File: src/rtl/supervisor_pkg.sv
// Constants shared by the supply supervisor core.
// Assumes comparator results arrive as synchronous levels on clk_i.
// Operation
// - Each rail output low while its rail is under threshold.
// - Margin input low forces every output high; the core leaves tol_ten_pct_o following tolerance select.
// - Tolerance select low picks 5 percent set, high picks 10 percent.
// - Reset variant: stuck kick input past timeout asserts reset, clears timer.
// - Reset variant: timer clears on reset and on any kick edge.
// - Reset variant: startup window of 54s awaits first kick edge.
// - Floating kick input disables the watchdog.
// - Separate variant: stuck kick asserts watchdog output; edges clear timer.
// - Separate variant: no startup window.
// - Manual reset low holds reset output low.
// - Reset stays low one full timeout after manual reset release.
// - Reset low on any undervoltage; release one timeout after all good.
// - Timeout-set strapped high selects internal timeout of at least 140ms.
// - Watchdog output low on undervoltage; released on recovery, kick, manual.
package supervisor_pkg;
   localparam int unsigned NUM_RAILS    = 6;
   localparam int unsigned CLK_HZ       = 40_000_000;
   localparam int unsigned TB_DIV       = 40_000;
   localparam int unsigned TB_HZ        = CLK_HZ / TB_DIV;
   localparam int unsigned RST_TMO_MS   = 140;
   localparam int unsigned RST_TMO_TICKS = (RST_TMO_MS * TB_HZ + 999) / 1000;
   localparam int unsigned WD_TMO_MS    = 1600;
   localparam int unsigned WD_TMO_TICKS = (WD_TMO_MS * TB_HZ) / 1000;
   localparam int unsigned WD_START_S   = 54;
   localparam int unsigned WD_START_TICKS = WD_START_S * TB_HZ;
   localparam int unsigned CNT_W        = 20;
   localparam logic        VAR_RESET    = 1'b0;
   localparam logic        VAR_SEPARATE = 1'b1;
endpackage : supervisor_pkg

File: src/rtl/time_base.sv
// Time-base divider: one-cycle tick every DIV clocks.
// Assumes a single free-running clock.
`timescale 1ns/1ps
module time_base #(
   parameter int unsigned DIV = supervisor_pkg::TB_DIV
) (
   input  wire logic clk_i,
   input  wire logic rstn_i,
   output logic      tick_o
);
   logic [19:0] cnt_r;
   logic [19:0] cnt_nxt;

   always_comb begin
      if (cnt_r == 20'(DIV - 1)) cnt_nxt = 20'h0;
      else cnt_nxt = cnt_r + 20'h1;
   end

   always_ff @(posedge clk_i or negedge rstn_i) begin
      if (!rstn_i) cnt_r <= 20'h0;
      else cnt_r <= cnt_nxt;
   end

   assign tick_o = (cnt_r == 20'(DIV - 1));
endmodule : time_base

File: src/rtl/supply_supervisor_watchdog.sv
// Digital core of a six-rail supervisor with reset stretch and watchdog.
// Assumes comparators, reference and floating detector are analog,
// delivering synchronous levels; thresholds are applied outside.
`timescale 1ns/1ps
module supply_supervisor_watchdog #(
   parameter logic        VARIANT   = supervisor_pkg::VAR_RESET,
   parameter int unsigned TB_DIV    = supervisor_pkg::TB_DIV,
   parameter int unsigned RST_TICKS = supervisor_pkg::RST_TMO_TICKS,
   parameter int unsigned WD_TICKS  = supervisor_pkg::WD_TMO_TICKS,
   parameter int unsigned ST_TICKS  = supervisor_pkg::WD_START_TICKS,
   parameter int unsigned EXT_TICKS = supervisor_pkg::RST_TMO_TICKS
) (
   input  wire logic       clk_i,
   input  wire logic       rstn_i,
   input  wire logic [5:0] rail_under_i,
   input  wire logic       margin_n_i,
   input  wire logic       tolerance_select_i,
   input  wire logic       manual_reset_n_i,
   input  wire logic       timeout_set_i,
   input  wire logic       wd_kick_in_i,
   input  wire logic       wd_kick_float_i,
   output logic            tol_ten_pct_o,
   output logic [5:0]      rail_good_n_o,
   output logic            reset_n_o,
   output logic            wd_expired_n_o
);
   localparam int W = supervisor_pkg::CNT_W;

   typedef enum logic [1:0] {WD_OFF, WD_START, WD_RUN} wd_state_t;

   function automatic logic reached(input logic [W-1:0] c,
                                    input int unsigned lim);
      reached = (c >= W'(lim));
   endfunction : reached

   // Advance a counter by one on a time-base tick
   function automatic logic [W-1:0] step(input logic [W-1:0] c,
                                         input logic         t);
      step = t ? c + W'(1) : c;
   endfunction : step

   logic tick;
   time_base #(.DIV(TB_DIV)) u_tb (
      .clk_i  (clk_i),
      .rstn_i (rstn_i),
      .tick_o (tick)
   );

   logic [5:0]   rail_n_r;
   logic [5:0]   rail_n_nxt;
   logic         rst_n_r;
   logic         rst_n_nxt;
   logic [W-1:0] rcnt_r;
   logic [W-1:0] rcnt_nxt;
   logic         wdo_n_r;
   logic         wdo_n_nxt;
   logic [W-1:0] wcnt_r;
   logic [W-1:0] wcnt_nxt;
   logic         kick_d_r;
   logic         kick_d_nxt;
   logic         wd_fire_r;
   logic         wd_fire_nxt;
   wd_state_t    wst_r;
   wd_state_t    wst_nxt;
   logic         tol_r;
   logic         tol_nxt;

   logic         any_under;
   logic         hold;
   logic         edge_seen;
   int unsigned  rst_lim;

   assign any_under = |rail_under_i;
   assign edge_seen = wd_kick_in_i ^ kick_d_r;
   // Capacitor timeout is analog; a parameter stands in for it
   assign rst_lim   = timeout_set_i ? RST_TICKS : EXT_TICKS;
   // A watchdog bite feeds the reset only in the reset variant
   assign hold      = any_under || !manual_reset_n_i
                      || (wd_fire_r && VARIANT == supervisor_pkg::VAR_RESET);

   // Per-rail outputs, one cycle behind the comparators
   always_comb begin
      rail_n_nxt = ~rail_under_i;
   end

   always_ff @(posedge clk_i or negedge rstn_i) begin
      if (!rstn_i) begin
         rail_n_r <= 6'h00;
      end else begin
         rail_n_r <= rail_n_nxt;
      end
   end

   // Reset stretch; counter restarts while any cause holds
   always_comb begin
      rst_n_nxt = rst_n_r;
      rcnt_nxt  = rcnt_r;
      if (hold) begin
         rst_n_nxt = 1'b0;
         rcnt_nxt  = '0;
      end else if (!rst_n_r) begin
         if (reached(rcnt_r, rst_lim)) rst_n_nxt = 1'b1;
         else rcnt_nxt = step(rcnt_r, tick);
      end
   end

   always_ff @(posedge clk_i or negedge rstn_i) begin
      if (!rstn_i) begin
         rst_n_r <= 1'b0;
         rcnt_r  <= '0;
      end else begin
         rst_n_r <= rst_n_nxt;
         rcnt_r  <= rcnt_nxt;
      end
   end

   // Kick edge detector; idles low so reset brings no false edge
   always_comb begin
      kick_d_nxt = wd_kick_in_i;
   end

   always_ff @(posedge clk_i or negedge rstn_i) begin
      if (!rstn_i) begin
         kick_d_r <= 1'b0;
      end else begin
         kick_d_r <= kick_d_nxt;
      end
   end

   // Watchdog; in the reset variant counts only once reset output has released
   always_comb begin
      wst_nxt     = wst_r;
      wcnt_nxt    = wcnt_r;
      wd_fire_nxt = 1'b0;
      if (wd_kick_float_i) begin
         wst_nxt  = WD_OFF;
         wcnt_nxt = '0;
      end else case (wst_r)
         WD_OFF: begin
            wcnt_nxt = '0;
            if (VARIANT == supervisor_pkg::VAR_RESET) wst_nxt = WD_START;
            else wst_nxt = WD_RUN;
         end
         WD_START: begin
            if (!rst_n_r) wcnt_nxt = '0;
            else if (edge_seen) begin
               wcnt_nxt = '0;
               wst_nxt  = WD_RUN;
            end else if (reached(wcnt_r, ST_TICKS)) begin
               wd_fire_nxt = 1'b1;
               wcnt_nxt    = '0;
            end else wcnt_nxt = step(wcnt_r, tick);
         end
         WD_RUN: begin
            if (VARIANT == supervisor_pkg::VAR_RESET && !rst_n_r) begin
               wcnt_nxt = '0;
               wst_nxt  = WD_START;
            end else if (edge_seen) wcnt_nxt = '0;
            else if (reached(wcnt_r, WD_TICKS)) begin
               wd_fire_nxt = 1'b1;
               wcnt_nxt    = '0;
            end else wcnt_nxt = step(wcnt_r, tick);
         end
         default: wst_nxt = WD_OFF;
      endcase
   end

   always_ff @(posedge clk_i or negedge rstn_i) begin
      if (!rstn_i) begin
         wst_r     <= WD_OFF;
         wcnt_r    <= '0;
         wd_fire_r <= 1'b0;
      end else begin
         wst_r     <= wst_nxt;
         wcnt_r    <= wcnt_nxt;
         wd_fire_r <= wd_fire_nxt;
      end
   end

   // Separate output follows rails directly, no stretch
   always_comb begin
      wdo_n_nxt = wdo_n_r;
      if (any_under) wdo_n_nxt = 1'b0;
      else if (edge_seen || !manual_reset_n_i) wdo_n_nxt = 1'b1;
      else if (wd_fire_r) wdo_n_nxt = 1'b0;
      // Rails were under last cycle: release at once
      else if (!wdo_n_r && rail_n_r != 6'h3f) wdo_n_nxt = 1'b1;
   end

   always_ff @(posedge clk_i or negedge rstn_i) begin
      if (!rstn_i) begin
         wdo_n_r <= 1'b0;
      end else begin
         wdo_n_r <= wdo_n_nxt;
      end
   end

   // Threshold set choice handed to the analog comparators
   always_comb begin
      tol_nxt = tolerance_select_i;
   end

   always_ff @(posedge clk_i or negedge rstn_i) begin
      if (!rstn_i) begin
         tol_r <= 1'b0;
      end else begin
         tol_r <= tol_nxt;
      end
   end

   // Margin overrides every output except tol_ten_pct_o
   assign tol_ten_pct_o  = tol_r;
   assign rail_good_n_o  = margin_n_i ? rail_n_r : 6'h3f;
   assign reset_n_o      = margin_n_i ? rst_n_r : 1'b1;
   assign wd_expired_n_o = (!margin_n_i
                           || VARIANT == supervisor_pkg::VAR_RESET)
                           ? 1'b1 : wdo_n_r;
endmodule : supply_supervisor_watchdog

File: config.mk
export PLATFORM = sky130hd
export DESIGN_NAME = supply_supervisor_watchdog
export DESIGN_NICKNAME = d
export VERILOG_FILES = /design/src/rtl/supervisor_pkg.sv /design/src/rtl/time_base.sv /design/src/rtl/supply_supervisor_watchdog.sv
export SDC_FILE = /design/constraint.sdc
export NUM_CORES = 1
export LEC_CHECK = 0
export ABC_AREA = 1
export BUFFER_PORTS_ARGS = -buffer_cell sky130_fd_sc_hd__buf_4
export CAP_MARGIN = 15
export CELL_PAD_IN_SITES_DETAIL_PLACEMENT = 1
export CELL_PAD_IN_SITES_GLOBAL_PLACEMENT = 1
export CORE_MARGIN = 3
export CORE_UTILIZATION = 45
export DETAILED_ROUTE_END_ITERATION = 7
export PLACE_DENSITY_LB_ADDON = 0.1
export SETUP_SLACK_MARGIN = 0.02
export SLEW_MARGIN = 20
export SYNTH_ARGS = -nofsm -noshare
export SYNTH_HDL_FRONTEND = slang
export SYNTH_SLANG_ARGS = --single-unit
File: constraint.sdc
create_clock -name clk_i -period 2.1 [get_ports clk_i]
set_input_delay 0.21 -clock clk_i [delete_from_list [all_inputs] [get_ports clk_i]]
set_output_delay 0.21 -clock clk_i [all_outputs]
set_load 0.02 [all_outputs]
Word level (Yosys, flattened, before mapping)
Cells that the tools add are included.
{ "word_totals": {"ff_bits": 72} }
{ "op_classes": {"add_sub_neg": 3, "magnitude_cmp": 3, "n_eq_ne": 8, "n_mux": 32, "n_bitwise": 2, "n_reduce_logical": 9} }
{ "op_table": {"columns": ["operator", "n"], "rows": [
  ["$mux 20", 13],
  ["$add 20x1->20 const B", 3],
  ["$pmux 20 s3", 1],
  ["$eq 20x16->1 const B", 1],
  ["$ge 20x11->1 const B", 1],
  ["$ge 20x16->1 const B", 1],
  ["$ge 20x8->1 const B", 1],
  ["$mux 1", 11],
  ["$ne 3x3->1 const B", 3],
  ["$mux 2", 4],
  ["$mux 6", 1],
  ["$not 6->6", 1],
  ["$pmux 2 s3", 1],
  ["$reduce_and 3->1", 2],
  ["$reduce_or 6->1", 1],
  ["$reduce_bool 4->1", 1],
  ["$eq 2x1->1 const B", 1],
  ["$eq 2x2->1 const B", 1],
  ["$logic_not 2->1", 1],
  ["$logic_or 1x1->1", 2],
  ["$ne 2x1->1 const B", 1],
  ["$ne 2x2->1 const B", 1],
  ["$pmux 1 s2", 1],
  ["$reduce_bool 2->1", 1],
  ["other kinds (2)", 2]
]} }

Longest topological paths before layout
{ "depth": {"depth_word": 7, "mapped_depth": 12} }

By module
A second synthesis with hierarchy kept.
{ "unflattened": {"hier_cells": 552, "area_unflattened_um2": 4227.8} }
{ "by_module_without_submodules": {"columns": ["mod", "n_inst", "cells_per_inst", "area_each_um2"], "rows": [
  ["supply_supervisor_watchdog", 1, 387, 3014.1],
  ["time_base", 1, 165, 1213.7]
]} }

Worst setup path after synthesis
Ideal clock, no wire load.
{ "synth_path": {"path_type": "register to register", "startpoint": "register wst_r[0]", "endpoint": "register wcnt_r[0]", "setup_ns": 0.083, "arrival_time_ns": 1.557, "path_slack_ns": 0.461, "path_stages_with_launch": 9, "n_path_buf": 1, "period_less_slack_ns": 1.639, "path_cell_list": "dfrtp_1 inv_1 ha_1 nor2_1 nand2_1 nor2_1 inv_1 clkbuf_1 o22ai_1"} }
{ "synth_between": {"elab_chain_len": 3} }
{ "synth_lines": {"columns": ["item", "line", "text"], "rows": [
  ["start: declaration", "supply_supervisor_watchdog.sv:63", "wd_state_t wst_r;"],
  ["start signal: assignment", "supply_supervisor_watchdog.sv:174", "wst_r <= wst_nxt;"],
  ["$eq 2x2->1 (tied with other cells)", "supply_supervisor_watchdog.sv:138", "end else case (wst_r)"],
  ["$pmux 20 s3", "supply_supervisor_watchdog.sv:138", null],
  ["$mux 20", "supply_supervisor_watchdog.sv:135", "if (wd_kick_float_i) begin"],
  ["end signal: assignment", "supply_supervisor_watchdog.sv:175", "wcnt_r <= wcnt_nxt;"],
  ["end: declaration", "supply_supervisor_watchdog.sv:57", "logic [W-1:0] wcnt_r;"]
]} }
Several ways; a longest one is shown, not always the timed one.
A chain may end at the register's enable or synchronous reset.

Worst setup path in the final report
{ "layout_path": {"startpoint": "register u_tb.cnt_r[17]", "endpoint": "register rcnt_r[11]"} }
{ "layout_between": {"elab_chain_len": 3} }
{ "layout_lines": {"columns": ["item", "line", "text"], "rows": [
  ["start: declaration", "time_base.sv:11", "logic [19:0] cnt_r;"],
  ["start signal: assignment", "time_base.sv:21", "else cnt_r <= cnt_nxt;"],
  ["$eq 20x16->1", "time_base.sv:24", "assign tick_o = (cnt_r == 20'(DIV - 1));"],
  ["$reduce_bool 2->1 (no line)", null, null],
  ["$reduce_and 3->1 (no line)", null, null],
  ["end signal: assignment", "supply_supervisor_watchdog.sv:113", "rcnt_r <= rcnt_nxt;"],
  ["end: declaration", "supply_supervisor_watchdog.sv:53", "logic [W-1:0] rcnt_r;"]
]} }
No other way between the ends.

==> impl_results.rst <==
.. list-table::
   :header-rows: 1

   * - Metric
     - Value
   * - Fill cell total of the finished layout
     - 1134
   * - Most instantiated flip-flop cell in the synthesis netlist
     - sky130_fd_sc_hd__dfrtp_1
   * - Proportion of netlist area held by the largest area contributor
     - 44.0%
   * - Final WS setup
     - 0.231 ns
   * - Power Density
     - 610 nW/um^2
   * - Most common cell in the netlist
     - sky130_fd_sc_hd__nand2_1
   * - Wire length of the first global-routing pass
     - 17700 um
   * - Run status
     - finished, final reports clean
   * - Clock root cell
     - sky130_fd_sc_hd__clkbuf_8
   * - Library cell contributing the largest single delay on the critical path
     - sky130_fd_sc_hd__dfrtp_1
   * - Detail-routed net length per standard cell
     - 14.5 um
   * - CTS tree
     - built
   * - H-tree levels
     - 3
   * - Total via count after detailed routing
     - 3637
   * - Total GRT Usage
     - 21.8%
   * - Final min period
     - 1.87 ns
   * - Post-route fraction of the period consumed by the critical path
     - 89.0%
   * - Worst-case setup slack after placement
     - 0.139 ns
   * - Leakage power of the design
     - 0.00228 uW
   * - Number of max-cap violations
     - 0
   * - Chip Width
     - 101 um
   * - Total die area
     - 10300 sq um
   * - Starting density of the core
     - 46.7%
   * - Worst path buffer plus inverter count
     - 1
   * - Sink Count
     - 72
   * - Worst relative slew slack
     - 64.3%
   * - Maximum clock frequency
     - 535 MHz
   * - Critical Path AT
     - 2.15 ns
   * - Type of destination of the critical path
     - flop
   * - Sequence of cells on the critical path
     - inv_2, nand2_1, nor3_1, nand3_2, o21ai_2, nand4_1, a21oi_1
   * - Overflow left after global routing
     - 0
   * - Floorplan Core Area
     - 8760 sq um
   * - Number of search-and-repair iterations in the first detailed-routing pass
     - 4
   * - Y dimension of the die
     - 101 um
   * - Detailed-placement wirelength estimate
     - 7640 um
   * - Synthesis warning total
     - 0
   * - Critical path startpoint category
     - flop
   * - Final routed wirelength across all metal layers
     - 10100 um
   * - Number of synthesized flops with an enable pin
     - 0
   * - Unique cell type count in the Yosys netlist
     - 38
   * - Cell count after synthesis
     - 550
   * - Peak supply drop
     - 0.000380 V
   * - Net count reported at finish
     - 611
   * - # port buffers
     - 20
   * - Cell type group with the largest total delay on the critical path
     - simple AND/OR/NAND/NOR gates
   * - Area added between synthesis and finish
     - 14.1%
   * - # setup viols final
     - 0
   * - Largest stage delay on the critical path
     - 0.45 ns
   * - Maximum number of pins on one net before global-route repair
     - 31
   * - Required arrival time at the worst endpoint
     - 2.38 ns
   * - Clock tree buffer depth
     - 2
   * - Standard-cell row count
     - 34
   * - Post-synthesis async set-or-reset flop share
     - 100%
   * - Skew-Pair Late Insertion Delay
     - 0.35 ns
   * - Total I/O pin count
     - 23
   * - Setup repair after global routing missed its margin
     - false
   * - Synthesized flop and latch total
     - 72
   * - Biggest area consumer among synthesized cells
     - sky130_fd_sc_hd__dfrtp_1
   * - Ant diodes
     - 0
   * - Number of global-route vias before repair
     - 3816
   * - 1st-iter DRT viols
     - 94
   * - Layout Skew
     - 0.00841 ns
   * - Number of nets in the synthesized netlist
     - 573
   * - Post-Route Setup TNS
     - 0 ns
   * - Worst-Margin Slew
     - 0.531 ns
   * - Initial antenna violation count
     - 0
   * - Clock transition at the registers of the reported paths
     - 0.08 ns
   * - Netlist area before placement
     - 4100 sq um
   * - Worst hold-check path type
     - in -> reg
   * - Mapped Avg Cell Area
     - 7.45 sq um
   * - Antenna viol nets, final
     - 0
   * - Number of buffers added by the clock tree synthesis step
     - 9
   * - Largest cells by area after synthesis
     - sky130_fd_sc_hd__dfrtp_1 (44%), sky130_fd_sc_hd__nand2_1 (11%), sky130_fd_sc_hd__inv_1 (9.5%)
   * - Fraction of final layout cells sized beyond drive strength 1
     - 11.1%
   * - Most instantiated cells after synthesis
     - sky130_fd_sc_hd__nand2_1 (115), sky130_fd_sc_hd__inv_1 (104), sky130_fd_sc_hd__nor2_1 (74)
   * - Category of the critical setup timing path
     - reg -> reg
   * - Total count of hold-check failures in the final report
     - 0
   * - Share of synthesized area occupied by flip-flops and latches
     - 44.0%
   * - Maximum net fanout on the critical path
     - 9
   * - Max-slew violations
     - 0
   * - Final routed DRC violation total
     - 0
   * - GP Congestion
     - 0.826
   * - Vias per cell
     - 5.20
   * - Post-CTS setup-driven buffer insertion count
     - 0
-- power breakdown --
part	internal (uW)	total (uW)	switching (uW)
clock	542	1070	526
combinational	115	358	243
sequential	1410	1420	16.4
-- path summary, 6_finish.rpt --
path	startpoint	endpoint	slack [ns]	cells after the start
worst max-delay path	u_tb.cnt_r[17]	rcnt_r[11]	0.23	7
worst min-delay path	rail_under_i[5]	rail_n_r[5]	0.01	2
worst max register to register	u_tb.cnt_r[17]	rcnt_r[11]	0.23	7
worst min register to register	wcnt_r[17]	wcnt_r[17]	0.49	2
max in group asynchronous	rstn_i	wcnt_r[4]	1.22	3
min in group asynchronous	rstn_i	u_tb.cnt_r[14]	0.33	2
-- layout make-up --
class / count / area [sq um] / share of cell area (%)
clock inverter: 5 / 58.8 / 1.26
sequential: 72 / 1800 / 38.6
tap: 108 / 135 / 2.89
timing repair buffer: 34 / 290 / 6.21
inverter: 105 / 394 / 8.44
multi-input combinational: 366 / 1860 / 39.9
clock buffer: 10 / 128 / 2.73
-- flip-flops by register name (all words and copies together) (netlist names) --
register / count
wd_fire_r: 1
u_tb.cnt_r: 20
rcnt_r: 20
wcnt_r: 20
wst_r: 2
rail_n_r: 6
tol_ten_pct_o: 1
rst_n_r: 1
kick_d_r: 1
-- cells by family (layout without fill, tap and decap cells) --
| family | Yosys count | count (layout) | share of synthesized area, % |
|---|---|---|---|
| DFF | 72 | 72 | 44.0 |
| adders and majority gates | 9 | 9 | 2.75 |
| and+or+nand+nor | 284 | 284 | 31.3 |
| buffers and inverters | 112 | 154 | 10.6 |
| AOI/OAI and AO/OA | 57 | 57 | 8.07 |
| other | 1 | 1 | 0.0916 |
| xor gates and xnor gates | 15 | 15 | 3.21 |
-- placed cells by master (no fill, tap or decap), types with 16 or more instances in the layout --
cell type / n
sky130_fd_sc_hd__nand2_1: 115
sky130_fd_sc_hd__inv_1: 104
sky130_fd_sc_hd__nor2_1: 74
sky130_fd_sc_hd__dfrtp_1: 72
sky130_fd_sc_hd__nand3_1: 37
sky130_fd_sc_hd__buf_4: 28
sky130_fd_sc_hd__a21oi_1: 22
sky130_fd_sc_hd__o21ai_0: 19
sky130_fd_sc_hd__nor3_1: 17
sky130_fd_sc_hd__nand4_1: 16
-- metal layers --
metal | up-vias | part of all wire, % | track usage (%)
met2 | 32 | 51 | 38.2
met3 | 12 | 2.1 | 4.48
met1 | 1788 | 45 | 26.6
met5 | - | 0 | 0
met4 | 0 | 1.6 | 7.57
li1 | 1805 | - | -
-- what timing repair did --
action / CTS / global route
endpoints found under the hold margin: 31 / 0
hold buffers: 4 / 0
endpoints found under the setup margin: 0 / 6
resized for setup: 0 / 1
-- worst register-to-register path, delay by kind of cell (launching register included) --
kind | cells | cell delay (ns)
and+or+nand+nor | 4 | 0.79
buffers and inverters | 1 | 0.07
AOI/OAI and AO/OA | 2 | 0.49
DFF | 1 | 0.45
-- through the flow --
step                      instances  hold slack, ns  instance area, sq um  power [uW]  utilization, %
after floorplan                 550         -0.0856                  4100        1650               -
after global placement          681           0.169                  4440        1780            50.7
after CTS                       700         0.00136                  4670        2890            53.2
after global routing            700         0.00221                  4670        3000            53.3
after detailed placement        681           0.169                  4440        1800            50.7
final                           700          0.0134                  4670        2850            53.3
Note: power is estimated with default switching activity, not from simulation.
